<file path="src/nand_seq_defs.vh">
`ifndef NAND_SEQ_DEFS_VH
`define NAND_SEQ_DEFS_VH
// Commands
`define CMD_READ_MODE 8'h00
`define CMD_CACHE_SEQ 8'h31
`define CMD_CACHE_LAST 8'h3F
`define CMD_PROG_SETUP 8'h80
`define CMD_PROG_PAGE 8'h10
`define CMD_PROG_CACHE 8'h15
`define CMD_COL_CHANGE 8'h85
`define CMD_RAND_READ 8'h05
`define CMD_RAND_READ_GO 8'hE0
`define CMD_STATUS 8'h70
`define CMD_STATUS_ENH 8'h78
`define CMD_RESET 8'hFF
// Status bits
`define ST_FAIL 0
`define ST_FAILC 1
`define ST_ARRAY_READY 5
`define ST_RDY 6
// Host registers
`define REG_CTRL 4'h0
`define REG_ADDR 4'h1
`define REG_DATA 4'h2
`define REG_STATUS 4'h3
`define REG_FLASH_ST 4'h4
`define REG_PAGE 4'h5
// Ctrl opcodes (wdata[2:0])
`define OP_CACHE_SEQ 3'h1
`define OP_CACHE_RAND 3'h2
`define OP_CACHE_LAST 3'h3
`define OP_PROG_PAGE 3'h4
`define OP_PROG_CACHE 3'h5
`define OP_COL_CHANGE 3'h6
`define OP_RAND_READ 3'h7
// Bus timing in clock cycles (40 ns clock covers 30 ns cycle)
`define PULSE_CYC 2
`define ADL_NS 70
`define ADL_CYC ((`ADL_NS + 39) / 40)
`define PAGES_PER_BLOCK 64
`endif

</file>
<file path="src/nand_pulse_gen.v">
`timescale 1ns/1ps
`include "nand_seq_defs.vh"
// One strobe cycle on the flash bus: drives low strobe then releases
module nand_pulse_gen (
  // Clock and reset
  input wire clk,
  input wire rst,
  // Request
  input wire start,
  input wire isRead,
  output wire busy,
  output reg done_ff,
  // Strobes
  output reg weN_ff,
  output reg reN_ff
);
  reg [2:0] cnt_ff;
  assign busy = (cnt_ff != 3'h0);
  always @(posedge clk) begin
    if (rst) begin
      cnt_ff <= 3'h0;
      weN_ff <= 1'b1;
      reN_ff <= 1'b1;
      done_ff <= 1'b0;
    end else begin
      done_ff <= 1'b0;
      if (start && !busy) begin
        cnt_ff <= 3'h4;
        weN_ff <= isRead;
        reN_ff <= !isRead;
      end else if (busy) begin
        cnt_ff <= cnt_ff - 3'h1;
        if (cnt_ff == 3'h3) begin
          weN_ff <= 1'b1;
          reN_ff <= 1'b1;
        end
        if (cnt_ff == 3'h1)
          done_ff <= 1'b1;
      end
    end
  end
endmodule

</file>
<file path="src/nand_rb_sync.v">
`timescale 1ns/1ps
// Ready/busy follower: counts a short settle window before trusting high
module nand_rb_sync #(
  parameter SETTLE = 4
) (
  // Clock and reset
  input wire clk,
  input wire rst,
  // Pin and arm
  input wire readyBusyN,
  input wire arm,
  output reg ready_ff
);
  reg [3:0] cnt_ff;
  always @(posedge clk) begin
    if (rst) begin
      cnt_ff <= 4'h0;
      ready_ff <= 1'b1;
    end else if (arm) begin
      cnt_ff <= SETTLE[3:0];
      ready_ff <= 1'b0;
    end else if (cnt_ff != 4'h0) begin
      cnt_ff <= cnt_ff - 4'h1;
    end else begin
      ready_ff <= readyBusyN;
    end
  end
endmodule

</file>
<file path="src/nand_cache_host.v">
// Our own choices: the register offsets and strobed register access.
`timescale 1ns/1ps
`include "nand_seq_defs.vh"
module nand_cache_host #(
  parameter ADDR_CYCLES = 5,
  parameter DIE_BIT = 18
) (
  // Clock and reset
  input wire clk,
  input wire rst,
  // Register port
  input wire [3:0] addr,
  input wire [31:0] wdata,
  input wire wr,
  input wire rd,
  output reg [31:0] rdata_ff,
  // Flash bus
  output reg cleOut_ff,
  output reg aleOut_ff,
  output reg ceN_ff,
  output wire weN,
  output wire reN,
  input wire [7:0] ioIn,
  output reg [7:0] ioOut_ff,
  output reg ioOe_ff,
  input wire readyBusyN
);
  localparam S_IDLE = 4'd0;
  localparam S_CMD1 = 4'd1;
  localparam S_ADDR = 4'd2;
  localparam S_CMD2 = 4'd3;
  localparam S_WAIT = 4'd4;
  localparam S_STCMD = 4'd5;
  localparam S_STRD = 4'd6;
  localparam S_MODE = 4'd7;
  localparam S_DATA = 4'd8;
  localparam S_ADL = 4'd9;
  localparam integer ADL_INT = `ADL_CYC;

  reg [3:0] state_ff;
  reg [2:0] op_ff;
  reg [39:0] addr_ff;
  reg [2:0] acnt_ff;
  reg [2:0] aTotal_ff;
  reg [7:0] flashSt_ff;
  reg [7:0] rdByte_ff;
  reg [7:0] wrByte_ff;
  reg dataPend_ff;
  reg dataIsRead_ff;
  reg inCacheRead_ff;
  reg inCacheProg_ff;
  reg [23:0] lastRow_ff;
  reg [5:0] nextPage_ff;
  reg orderErr_ff;
  reg dieErr_ff;
  reg [1:0] adlCnt_ff;
  reg pStart;
  reg pRead;
  wire pBusy;
  wire pDone;
  wire rbReady;
  reg rbArm;

  nand_pulse_gen pulse (
    .clk(clk),
    .rst(rst),
    .start(pStart),
    .isRead(pRead),
    .busy(pBusy),
    .done_ff(pDone),
    .weN_ff(weN),
    .reN_ff(reN)
  );

  nand_rb_sync #(.SETTLE(4)) rbs (
    .clk(clk),
    .rst(rst),
    .readyBusyN(readyBusyN),
    .arm(rbArm),
    .ready_ff(rbReady)
  );

  // ------------------------------------------------------------
  // Command decode
  // ------------------------------------------------------------
  function [7:0] firstCmd;
    input [2:0] op;
    begin
      case (op)
        `OP_CACHE_SEQ: firstCmd = `CMD_CACHE_SEQ;
        `OP_CACHE_LAST: firstCmd = `CMD_CACHE_LAST;
        `OP_CACHE_RAND: firstCmd = `CMD_READ_MODE;
        `OP_COL_CHANGE: firstCmd = `CMD_COL_CHANGE;
        `OP_RAND_READ: firstCmd = `CMD_RAND_READ;
        default: firstCmd = `CMD_PROG_SETUP;
      endcase
    end
  endfunction

  function [7:0] secondCmd;
    input [2:0] op;
    begin
      case (op)
        `OP_CACHE_RAND: secondCmd = `CMD_CACHE_SEQ;
        `OP_PROG_CACHE: secondCmd = `CMD_PROG_CACHE;
        `OP_RAND_READ: secondCmd = `CMD_RAND_READ_GO;
        default: secondCmd = `CMD_PROG_PAGE;
      endcase
    end
  endfunction

  function isProgOp;
    input [2:0] op;
    begin
      isProgOp = (op == `OP_PROG_PAGE) || (op == `OP_PROG_CACHE);
    end
  endfunction

  wire fullReady = flashSt_ff[`ST_RDY] & flashSt_ff[`ST_ARRAY_READY];
  wire cacheReady = flashSt_ff[`ST_RDY] & !flashSt_ff[`ST_ARRAY_READY];
  wire [2:0] wOp = wdata[2:0];
  wire isCacheRd = (wOp == `OP_CACHE_SEQ) || (wOp == `OP_CACHE_RAND)
    || (wOp == `OP_CACHE_LAST);
  wire isProg = (wOp == `OP_PROG_PAGE) || (wOp == `OP_PROG_CACHE);
  // Gate orders by die state
  wire allowed = (state_ff == S_IDLE) && (isCacheRd ? (fullReady
    || (cacheReady && inCacheRead_ff))
    : isProg ? (fullReady || (cacheReady && inCacheProg_ff))
    : (wOp == `OP_COL_CHANGE) ? (fullReady || inCacheProg_ff)
    : (wOp == `OP_RAND_READ));
  wire take = wr && (addr == `REG_CTRL) && allowed;
  wire needAddr = (op_ff == `OP_CACHE_RAND) || isProgOp(op_ff)
    || (op_ff == `OP_COL_CHANGE) || (op_ff == `OP_RAND_READ);
  wire hasCmd2 = (op_ff == `OP_CACHE_RAND) || isProgOp(op_ff)
    || (op_ff == `OP_RAND_READ);

  // ------------------------------------------------------------
  // Sequencer
  // ------------------------------------------------------------
  always @* begin
    pStart = 1'b0;
    pRead = 1'b0;
    rbArm = 1'b0;
    case (state_ff)
      S_CMD1, S_ADDR, S_CMD2, S_STCMD, S_MODE: pStart = !pBusy && !pDone;
      S_STRD: begin
        pStart = !pBusy && !pDone;
        pRead = 1'b1;
      end
      S_DATA: begin
        pStart = dataPend_ff && !pBusy && !pDone;
        pRead = dataIsRead_ff;
      end
      default: pStart = 1'b0;
    endcase
    if (state_ff == S_CMD2 && pDone)
      rbArm = 1'b1;
    if (state_ff == S_CMD1 && pDone && !hasCmd2 && !needAddr)
      rbArm = 1'b1;
  end

  always @(posedge clk) begin
    if (rst) begin
      state_ff <= S_IDLE;
      op_ff <= 3'h0;
      addr_ff <= 40'h0;
      acnt_ff <= 3'h0;
      aTotal_ff <= 3'h0;
      flashSt_ff <= 8'h60;
      rdByte_ff <= 8'h00;
      wrByte_ff <= 8'h00;
      dataPend_ff <= 1'b0;
      dataIsRead_ff <= 1'b0;
      inCacheRead_ff <= 1'b0;
      inCacheProg_ff <= 1'b0;
      lastRow_ff <= 24'h0;
      nextPage_ff <= 6'h0;
      orderErr_ff <= 1'b0;
      dieErr_ff <= 1'b0;
      adlCnt_ff <= 2'h0;
      cleOut_ff <= 1'b0;
      aleOut_ff <= 1'b0;
      ceN_ff <= 1'b1;
      ioOut_ff <= 8'h00;
      ioOe_ff <= 1'b0;
      rdata_ff <= 32'h0;
    end else begin
      rdata_ff <= 32'h0;
      if (rd) begin
        case (addr)
          `REG_STATUS: rdata_ff <= {24'h0, dieErr_ff, orderErr_ff, inCacheProg_ff,
            inCacheRead_ff, dataPend_ff, rbReady, state_ff == S_DATA,
            state_ff == S_IDLE};
          `REG_FLASH_ST: rdata_ff <= {24'h0, flashSt_ff};
          `REG_DATA: rdata_ff <= {24'h0, rdByte_ff};
          `REG_PAGE: rdata_ff <= {8'h0, lastRow_ff};
          default: rdata_ff <= 32'h0;
        endcase
      end
      if (wr && addr == `REG_ADDR)
        addr_ff <= {8'h00, wdata};
      if (wr && addr == `REG_DATA && state_ff == S_DATA && !dataPend_ff) begin
        dataPend_ff <= 1'b1;
        dataIsRead_ff <= wdata[8];
        wrByte_ff <= wdata[7:0];
      end
      if (take) begin
        op_ff <= wOp;
        ceN_ff <= 1'b0;
        state_ff <= S_CMD1;
        if ((wOp == `OP_CACHE_RAND) && inCacheRead_ff
          && (addr_ff[16+DIE_BIT] != lastRow_ff[DIE_BIT]))
          dieErr_ff <= 1'b1;
        if (isProg && addr_ff[21:16] != nextPage_ff)
          orderErr_ff <= 1'b1;
      end
      case (state_ff)
        S_IDLE: begin
          cleOut_ff <= 1'b0;
          aleOut_ff <= 1'b0;
        end
        S_CMD1: begin
          cleOut_ff <= 1'b1;
          aleOut_ff <= 1'b0;
          ioOe_ff <= 1'b1;
          ioOut_ff <= firstCmd(op_ff);
          if (pDone) begin
            cleOut_ff <= 1'b0;
            acnt_ff <= 3'h0;
            aTotal_ff <= (op_ff == `OP_RAND_READ) ? 3'h2 : ADDR_CYCLES[2:0];
            if (needAddr)
              state_ff <= S_ADDR;
            else
              state_ff <= S_WAIT;
            if (op_ff == `OP_CACHE_SEQ) begin
              // Block wrap falls out of the row add
              lastRow_ff <= lastRow_ff + 24'h1;
            end
          end
        end
        S_ADDR: begin
          aleOut_ff <= 1'b1;
          ioOut_ff <= addr_ff[8*acnt_ff +: 8];
          if (pDone) begin
            acnt_ff <= acnt_ff + 3'h1;
            if (acnt_ff + 3'h1 == aTotal_ff) begin
              aleOut_ff <= 1'b0;
              if (op_ff == `OP_CACHE_RAND)
                state_ff <= S_CMD2;
              else if (op_ff == `OP_RAND_READ)
                state_ff <= S_CMD2;
              else begin
                adlCnt_ff <= ADL_INT[1:0];
                state_ff <= S_ADL;
              end
            end
          end
        end
        S_ADL: begin
          if (adlCnt_ff != 2'h0)
            adlCnt_ff <= adlCnt_ff - 2'h1;
          else
            state_ff <= S_DATA;
        end
        S_DATA: begin
          ioOe_ff <= !dataIsRead_ff;
          ioOut_ff <= wrByte_ff;
          // Sample while the read strobe is still low; the bus is gone after it
          if (dataIsRead_ff && !reN)
            rdByte_ff <= ioIn;
          if (pDone)
            dataPend_ff <= 1'b0;
          // Finish data phase with a second ctrl write
          if (wr && addr == `REG_CTRL && wdata[3] && !dataPend_ff) begin
            if (wdata[4]) begin
              op_ff <= wdata[2:0];
              state_ff <= S_CMD1;
            end else if (hasCmd2)
              state_ff <= S_CMD2;
            else begin
              ceN_ff <= 1'b1;
              state_ff <= S_IDLE;
            end
          end
        end
        S_CMD2: begin
          cleOut_ff <= 1'b1;
          ioOe_ff <= 1'b1;
          ioOut_ff <= secondCmd(op_ff);
          if (pDone) begin
            cleOut_ff <= 1'b0;
            if (op_ff == `OP_RAND_READ)
              state_ff <= S_DATA;
            else begin
              state_ff <= S_WAIT;
              if (op_ff == `OP_CACHE_RAND)
                lastRow_ff <= addr_ff[39:16];
              if (isProgOp(op_ff))
                nextPage_ff <= addr_ff[21:16] + 6'h1;
            end
          end
        end
        S_WAIT: begin
          ioOe_ff <= 1'b0;
          // Nothing is issued while busy; R/B# reporting ready starts the 78h status read
          if (rbReady)
            state_ff <= S_STCMD;
        end
        S_STCMD: begin
          cleOut_ff <= 1'b1;
          ioOe_ff <= 1'b1;
          ioOut_ff <= `CMD_STATUS_ENH;
          if (pDone) begin
            cleOut_ff <= 1'b0;
            state_ff <= S_STRD;
          end
        end
        S_STRD: begin
          ioOe_ff <= 1'b0;
          if (!reN)
            flashSt_ff <= ioIn;
          if (pDone) begin
            inCacheRead_ff <= (op_ff == `OP_CACHE_SEQ) || (op_ff == `OP_CACHE_RAND);
            inCacheProg_ff <= (op_ff == `OP_PROG_CACHE);
            // Read mode is not a legal command during cache programming
            if (isProgOp(op_ff)) begin
              ceN_ff <= 1'b1;
              state_ff <= S_IDLE;
            end else
              state_ff <= S_MODE;
          end
        end
        S_MODE: begin
          cleOut_ff <= 1'b1;
          ioOe_ff <= 1'b1;
          ioOut_ff <= `CMD_READ_MODE;
          if (pDone) begin
            cleOut_ff <= 1'b0;
            ioOe_ff <= 1'b0;
            state_ff <= S_DATA;
          end
        end
        default: state_ff <= S_IDLE;
      endcase
    end
  end
endmodule

</file>
<file path="config.mk">
export PLATFORM = sky130hd
export DESIGN_NAME = nand_cache_host
export DESIGN_NICKNAME = d
export VERILOG_FILES = /design/src/nand_pulse_gen.v /design/src/nand_rb_sync.v /design/src/nand_cache_host.v
export VERILOG_INCLUDE_DIRS = /design/src
export SDC_FILE = /design/constraint.sdc
export NUM_CORES = 1
export LEC_CHECK = 0
export BUFFER_PORTS_ARGS = -buffer_cell sky130_fd_sc_hd__buf_2
export CAP_MARGIN = 15
export CORE_AREA = 2 2 112 114
export CTS_CLUSTER_DIAMETER = 30
export CTS_CLUSTER_SIZE = 14
export DETAILED_ROUTE_END_ITERATION = 6
export DIE_AREA = 0 0 114 116
export PLACE_DENSITY = 0.9
export SYNTH_ARGS = -nofsm -noshare
export SYNTH_HDL_FRONTEND = slang
export SYNTH_SLANG_ARGS = --single-unit
</file>
<file path="constraint.sdc">
create_clock -name clk -period 4.75 [get_ports clk]
set_clock_uncertainty 0.1 [all_clocks]
set_input_delay 1.1875 -clock clk [delete_from_list [all_inputs] [get_ports clk]]
set_output_delay 1.1875 -clock clk [all_outputs]
set_load 0.01 [all_outputs]
</file>
==> impl_metrics.toml, run 1 <==
[timing]
hold_violations = 0
hold_ws_ns = 0.357
tightest_slew_ns = 1.13
relSlewSlack_pct = 24.4
final.setup.tns_ns = 0
fin_crit_ns = 3.04
clock.fmax_mhz = 329
finalWorstSetupSlack_ns = 1.71
rsz0062_at_grt = "no"
period_share_pct = 63.9
setup_viol = 0
slew_violations = 0

[finish]
area.growth.synth_to_final_pct = 13.9
drive_gt1_share_pct = 16.2
post-route-util_pct = 69.9
fillers = 921
register_area_sq_um = 3060
nets = 985
stdcell_count = 1087
finalInstanceArea_sq_um = 8320
antenna_cells = 0
multi_input_area_sq_um = 3910

[synthesis]
synth_area_sq_um = 7300
synth_cell_types = 66
seq_area_frac_synth_pct = 41.9
synth_edf_count = 0
synth_largest_area_cell = "dfxtp_1"
synthArstFlopShare_pct = 0
synth_top_cells_by_count = "dfxtp_1, nand2_1, nor2_1"
ys.flop_type = "dfxtp_1"
syn_avg_cell_area_sq_um = 8.38
synthTopCellsByArea = "dfxtp_1, nand2_1, a21oi_1"
yosysMostFrequentCell = "dfxtp_1"
ys_ff_latch = 153
synth_top_cell_area_share_pct = 41.9
synth_cells = 872
synth_warnings = 0

[clock_network]
cts-root-buf = "clkbuf_16"
cts_resized = 0
clock_latency_ns = 0.43
hold_buffers = 0
cts_htree_levels = 4
clock_path_buffers = 2
clkTransAtPathRegs_ns = 0.07
post_cts_buffers = 0
cts_tree = "yes"
numCtsBuffers = 17
cts.sinks = 153

[critical_path]
worstRegToRegCells = 5
critPathTopFamily = "simple AND/OR/NAND/NOR gates"
cp.depth = 5
start_kind = "register"
crit_fanout = 25
crit_type = "register to register"
required_ns = 5.00
end_kind = "register"
crit_path_top_delay_cell = "dfxtp_1"
crit_arrival_ns = 3.28
cpPeakStageDelay_ns = 0.88
crit_chain = "nand2b_1 > a211oi_2 > nand4_1 > or3_1 > a31oi_1"
cp.buffers_inverters = 0

[route]
route.vias.total = 6886
wl_mm = 20.1
drc = 0
antenna_left = 0
drt-initial-drc-count = 945
viasPerCell = 6.33
drtPass1Iterations = 5
avgRoutedWirePerCell_microns = 18.5

[place]
numPortBuffers = 86
placed_cells = 1053
placed_area_sq_um = 7700
place_hpwl_mm = 13.6
place.gp.congestion = 0.982
place_ws_ns = 1.53

[grt]
grtUsageMet1_pct = 38.5
grt_pass1_vias = 6211
met3_usage_pct = 8.73
antenna_found_initial = 0
grt_pass1_wl_mm = 31.5
met2_usage_pct = 47.2
grtUsageTotal_pct = 30.5
grt_busiest_layer = "met2"
grt_max_degree = 110
grt_overflow_total = 0

[run_status]
status = "completed"

[floorplan]
fp.dieW_microns = 114
start_util_pct = 61.3
ios = 95
die_y_microns = 116
rows = 40
die_area_sq_um = 13200
coreArea_sq_um = 11900

[job]
maxCapViolations = 0

[pwr]
vdd_drop_max_uv = 282
power_mw = 3.01
cellPowerDensity_nw_per_um2 = 361
leakage_nw = 3.21

[min_path]
hold_class = "register to register"
holdPathStages = 2
area by class of cell:
cell class	count	share of cell area (%)
Inverter	20	0.902
Tap cell	147	2.21
Timing Repair Buffer	92	5.80
Sequential cell	153	36.8
Multi-Input combinational cell	643	47.0
Clock inverter	15	2.14
Clock buffer	17	5.11
registers in the layout, summed over array words and instances, names as in the netlist, 4 cells and up:
register	flops
ioOut_ff	8
wrByte_ff	8
nextPage_ff	6
addr_ff	32
rdByte_ff	8
state_ff	4
flashSt_ff	8
rbs.cnt_ff	4
lastRow_ff	24
rdata_ff	24
worst reg2reg max path, stage by stage, from the launching register on:
cell and delay, ns:
dfxtp_1 0.88, nand2b_1 0.46, a211oi_2 0.81, nand4_1 0.20, or3_1 0.34, a31oi_1 0.16
where the power goes:
part	total, mW	leakage [nW]	switching, mW	internal (mW)
Sequential	1.35	1.23	0.0358	1.32
Combinational	0.255	1.67	0.147	0.108
Clock	1.40	0.300	0.600	0.796
cells in the final DEF, fill, tap and decap left out, types with 4 or more instances in the layout:
master and instances:
ha_1 9, nor2_1 89, xnor2_1 17, nand3b_1 4
nand2_1 124, nor3b_1 5, clkbuf_16 17, nor4_1 10
conb_1 8, a211oi_1 11, nand4_1 14, buf_2 85
a31oi_1 11, inv_1 20, inv_6 7, nand3_1 33
nor3_1 13, mux2_2 11, o21ai_0 29, mux4_2 8
and2_1 20, a2111oi_0 4, nand2b_1 9, mux2i_1 21
dfxtp_1 153, and3_1 8, a221oi_1 5, nor2b_1 8
or3_1 4, a21oi_1 82, buf_4 5, and4_1 5
xor2_1 11, a22oi_1 16, o221ai_1 5
worst paths after layout:
check	startpoint	endpoint	slack [ns]
worst max-delay path	state_ff[0]$_SDFF_PP0_	lastRow_ff[13]$_SDFFE_PP0P_	1.71
worst min-delay path	ioOut_ff[4]$_SDFFE_PP0P_	ioOut_ff[4]$_SDFFE_PP0P_	0.36
worst max register to register	state_ff[0]$_SDFF_PP0_	lastRow_ff[13]$_SDFFE_PP0P_	1.71
worst min register to register	ioOut_ff[4]$_SDFFE_PP0P_	ioOut_ff[4]$_SDFFE_PP0P_	0.36
cell families after synthesis:
family                   count (synthesis)  synth area share, %
other                                    1               0.0513
buffers and inverters                   83                 4.93
multiplexers                            40                 7.04
XOR/XNOR                                28                 3.36
adder cells (fa/ha/maj)                  9                 1.54
AO/OA/AOI/OAI                          199                 17.3
AND/OR/NAND/NOR                        359                 23.8
flip-flops                             153                 41.9
layer usage:
layer	wire length, microns	vias up
met5	0	-
met4	954	0
met3	2060	79
met2	8970	393
met1	8090	3196
li1	-	3218
Note: power is estimated with default switching activity, not from simulation.
==> inputs of run 2 (changes only) <==
Settings changed: ABC_AREA from default to 1, CORE_AREA 2 2 112 114 to 2 2 123 125, DIE_AREA 0 0 114 116 to 0 0 125 127, PLACE_DENSITY 0.9 to 0.83.
Clock period 4.75 ns to 2.6 ns, I/O delays scaled along.
==> run 2 against run 1 <==
Compared with the run above:
- maximum frequency rose by 46%
- sequential power rose by 85%
- area after synthesis rose by 3.6%
- synthesized cell count rose by 30%
- non-clock buffer count rose by 2
- largest cell class unchanged
- count of clock-buffer cells in the layout rose by 5
- cell area rose by 4.1%
- first-iteration DRC count fell by 23%
- critical path type unchanged
- largest power group is now registers
==> impl_metrics.toml, run 2 <==
[floorplan]
ios = 95
die_area_sq_um = 15900
rows = 44
die_y_microns = 127
start_util_pct = 52.5
coreArea_sq_um = 14400
fp.dieW_microns = 125

[synthesis]
synth_top_cell_area_share_pct = 40.5
synth_top_cells_by_count = "nand2_1, nor2_1, dfxtp_1"
synth_largest_area_cell = "dfxtp_1"
synth_warnings = 0
ys_ff_latch = 153
syn_avg_cell_area_sq_um = 6.67
synthArstFlopShare_pct = 0
synthTopCellsByArea = "dfxtp_1, nand2_1, nor2_1"
synth_cell_types = 40
synth_cells = 1134
ys.flop_type = "dfxtp_1"
seq_area_frac_synth_pct = 40.5
yosysMostFrequentCell = "nand2_1"
synth_area_sq_um = 7570
synth_edf_count = 0

[route]
antenna_left = 0
route.vias.total = 7658
drtPass1Iterations = 6
avgRoutedWirePerCell_microns = 15.0
viasPerCell = 5.47
drt-initial-drc-count = 725
wl_mm = 20.9
drc = 0

[critical_path]
end_kind = "register"
cpPeakStageDelay_ns = 0.59
crit_type = "register to register"
cp.depth = 10
crit_arrival_ns = 2.34
crit_chain = "ha_1 > inv_1 > nor2_1 > nor2_1 > nand3_1 > nor2_1 > nor2_1 > nand2_1 > nand2_1 > nor2_1"
path_common_cell = "nor2_1"
r2r_end = "adlCnt_ff[0]$_SDFFE_PP0P_"
rrSetupSlack_ns = 0.53
required_ns = 2.87
critPathTopFamily = "simple AND/OR/NAND/NOR gates"
worstRegToRegCells = 10
rr_startpoint = "acnt_ff[0]$_SDFFE_PP0P_"
start_kind = "register"
crit_fanout = 13
crit_path_top_delay_cell = "dfxtp_1"
cp.buffers_inverters = 1

[grt]
grt_max_degree = 95
grt_pass1_wl_mm = 33.7
antenna_found_initial = 0
grt_overflow_total = 0
grtUsageTotal_pct = 26.1
grt_pass1_vias = 6945

[pwr]
power.share.sequential_pct = 45.1
clkPwrFrac_pct = 44.7
switching_share_pct = 25.8
p_switching_mw = 1.42
cellPowerDensity_nw_per_um2 = 638
leakage_nw = 3.67
combPwrFrac_pct = 10.1
vdd_drop_max_uv = 506
p_int_mw = 4.11

[finish]
top_regs = "addr_ff (32), lastRow_ff (24), rdata_ff (24)"
largest_reg_flops = 32
nets = 1260
area.growth.synth_to_final_pct = 14.4
stdcell_count = 1399
antenna_cells = 0
regMostFlops = "addr_ff"
layout_common_cells = "nand2_1, nor2_1, dfxtp_1"
final_common_cell = "nand2_1"
drive_gt1_share_pct = 12.7
finalInstanceArea_sq_um = 8660

[clock_network]
cts_htree_levels = 4
cts.sinks = 153
numCtsBuffers = 17
hold_buffers = 0
clock_path_buffers = 2
post_cts_buffers = 0
cts_tree = "yes"
clkTransAtPathRegs_ns = 0.06
cts-root-buf = "clkbuf_16"
cts_resized = 0
clock_latency_ns = 0.43

[timing]
hold_ws_ns = 0.348
clock.fmax_mhz = 482
period_share_pct = 79.7
slew_violations = 0
relSlewSlack_pct = 52.2
finalWorstSetupSlack_ns = 0.527
setup_viol = 0
hold_violations = 0
rsz0062_at_grt = "no"
final.setup.tns_ns = 0
fin_crit_ns = 2.07
tightest_slew_ns = 0.713

[place]
placed_cells = 1367
placed_area_sq_um = 8080
place.gp.congestion = 1.00
numPortBuffers = 86
place_ws_ns = 0.388
place_hpwl_mm = 15.2

[min_path]
hold_class = "register to register"
holdPathStages = 2
hold-path-endpoint = "wrByte_ff[6]$_SDFFE_PP0P_"
min-delay-start = "wrByte_ff[6]$_SDFFE_PP0P_"

[job]
maxCapViolations = 0

[run_status]
status = "completed"
==> run 2: cell types whose count changed in the layout (fill, tap and decap cells not counted), moves of 21 or more <==
cell	before	now
inv_1	20	131
o21ai_0	29	115
nand2_1	124	208
nor2_1	89	167
a21oi_1	82	117
nand3_1	33	61
mux2i_1	21	0
==> run 2: cell type report <==
class                      count  area, sq um
clock inverter                10          118
inverter                     141          529
timing repair buffer          94          515
multi-input combinational    795         3740
sequential                   153         3060
tap                          184          230
clock buffer                  22          464
fill                        1350         5760
==> run 2: per-stage QoR <==
| stage | power (mW) | util [%] |
|---|---|---|
| finish | 5.53 | 60.0 |
| global route | 5.72 | 60.0 |
| CTS | 5.54 | 60.0 |
| detailed placement | 3.10 | 56.0 |
| global placement | 3.09 | 56.0 |
| floorplan | 2.94 | - |
==> run 2: cell families after synthesis <==
family                     share of synthesized area (%)
buffers and inverters                               10.4
and+or+nand+nor                                     28.0
other                                             0.0495
xor gates and xnor gates                           0.463
AOI/OAI and AO/OA                                   19.1
adders and majority gates                           1.49
DFF                                                 40.5
==> run 2: metal layers <==
layer / vias to the layer above / routed length, microns / GRT usage, %
met5: - / 0 / 0
met4: 0 / 675 / 10.9
met3: 58 / 1620 / 5.11
met2: 324 / 9840 / 43.9
met1: 3447 / 8800 / 32.9
li1: 3829 / - / -
==> run 2: worst min-delay path: stages, from the launching register on <==
cell	delay, ns
dfxtp_1	0.30
inv_1	0.05
a21oi_1	0.05
==> run 2: power groups by stage <==
stage | clock network, mW | registers (mW) | logic [mW]
after CTS | 2.48 | 2.49 | 0.561
after detailed placement | 0 | 2.55 | 0.557
final | 2.47 | 2.50 | 0.560
after global placement | 0 | 2.54 | 0.544
after global routing | 2.57 | 2.50 | 0.644
after floorplan | 0 | 2.52 | 0.421
==> run 2: how the worst max path moves through the flow <==
stage                                 start                          end  slack, ns
finish              acnt_ff[0]$_SDFFE_PP0P_    adlCnt_ff[0]$_SDFFE_PP0P_       0.53
CTS                 acnt_ff[0]$_SDFFE_PP0P_    adlCnt_ff[1]$_SDFFE_PP0P_       0.55
detailed placement                  addr[3]    wrByte_ff[4]$_SDFFE_PP0P_       0.39
global route         state_ff[1]$_SDFF_PP0_  lastRow_ff[13]$_SDFFE_PP0P_       0.28
floorplan                           addr[3]    wrByte_ff[1]$_SDFFE_PP0P_       0.79
global placement                    addr[3]    wrByte_ff[2]$_SDFFE_PP0P_       0.46
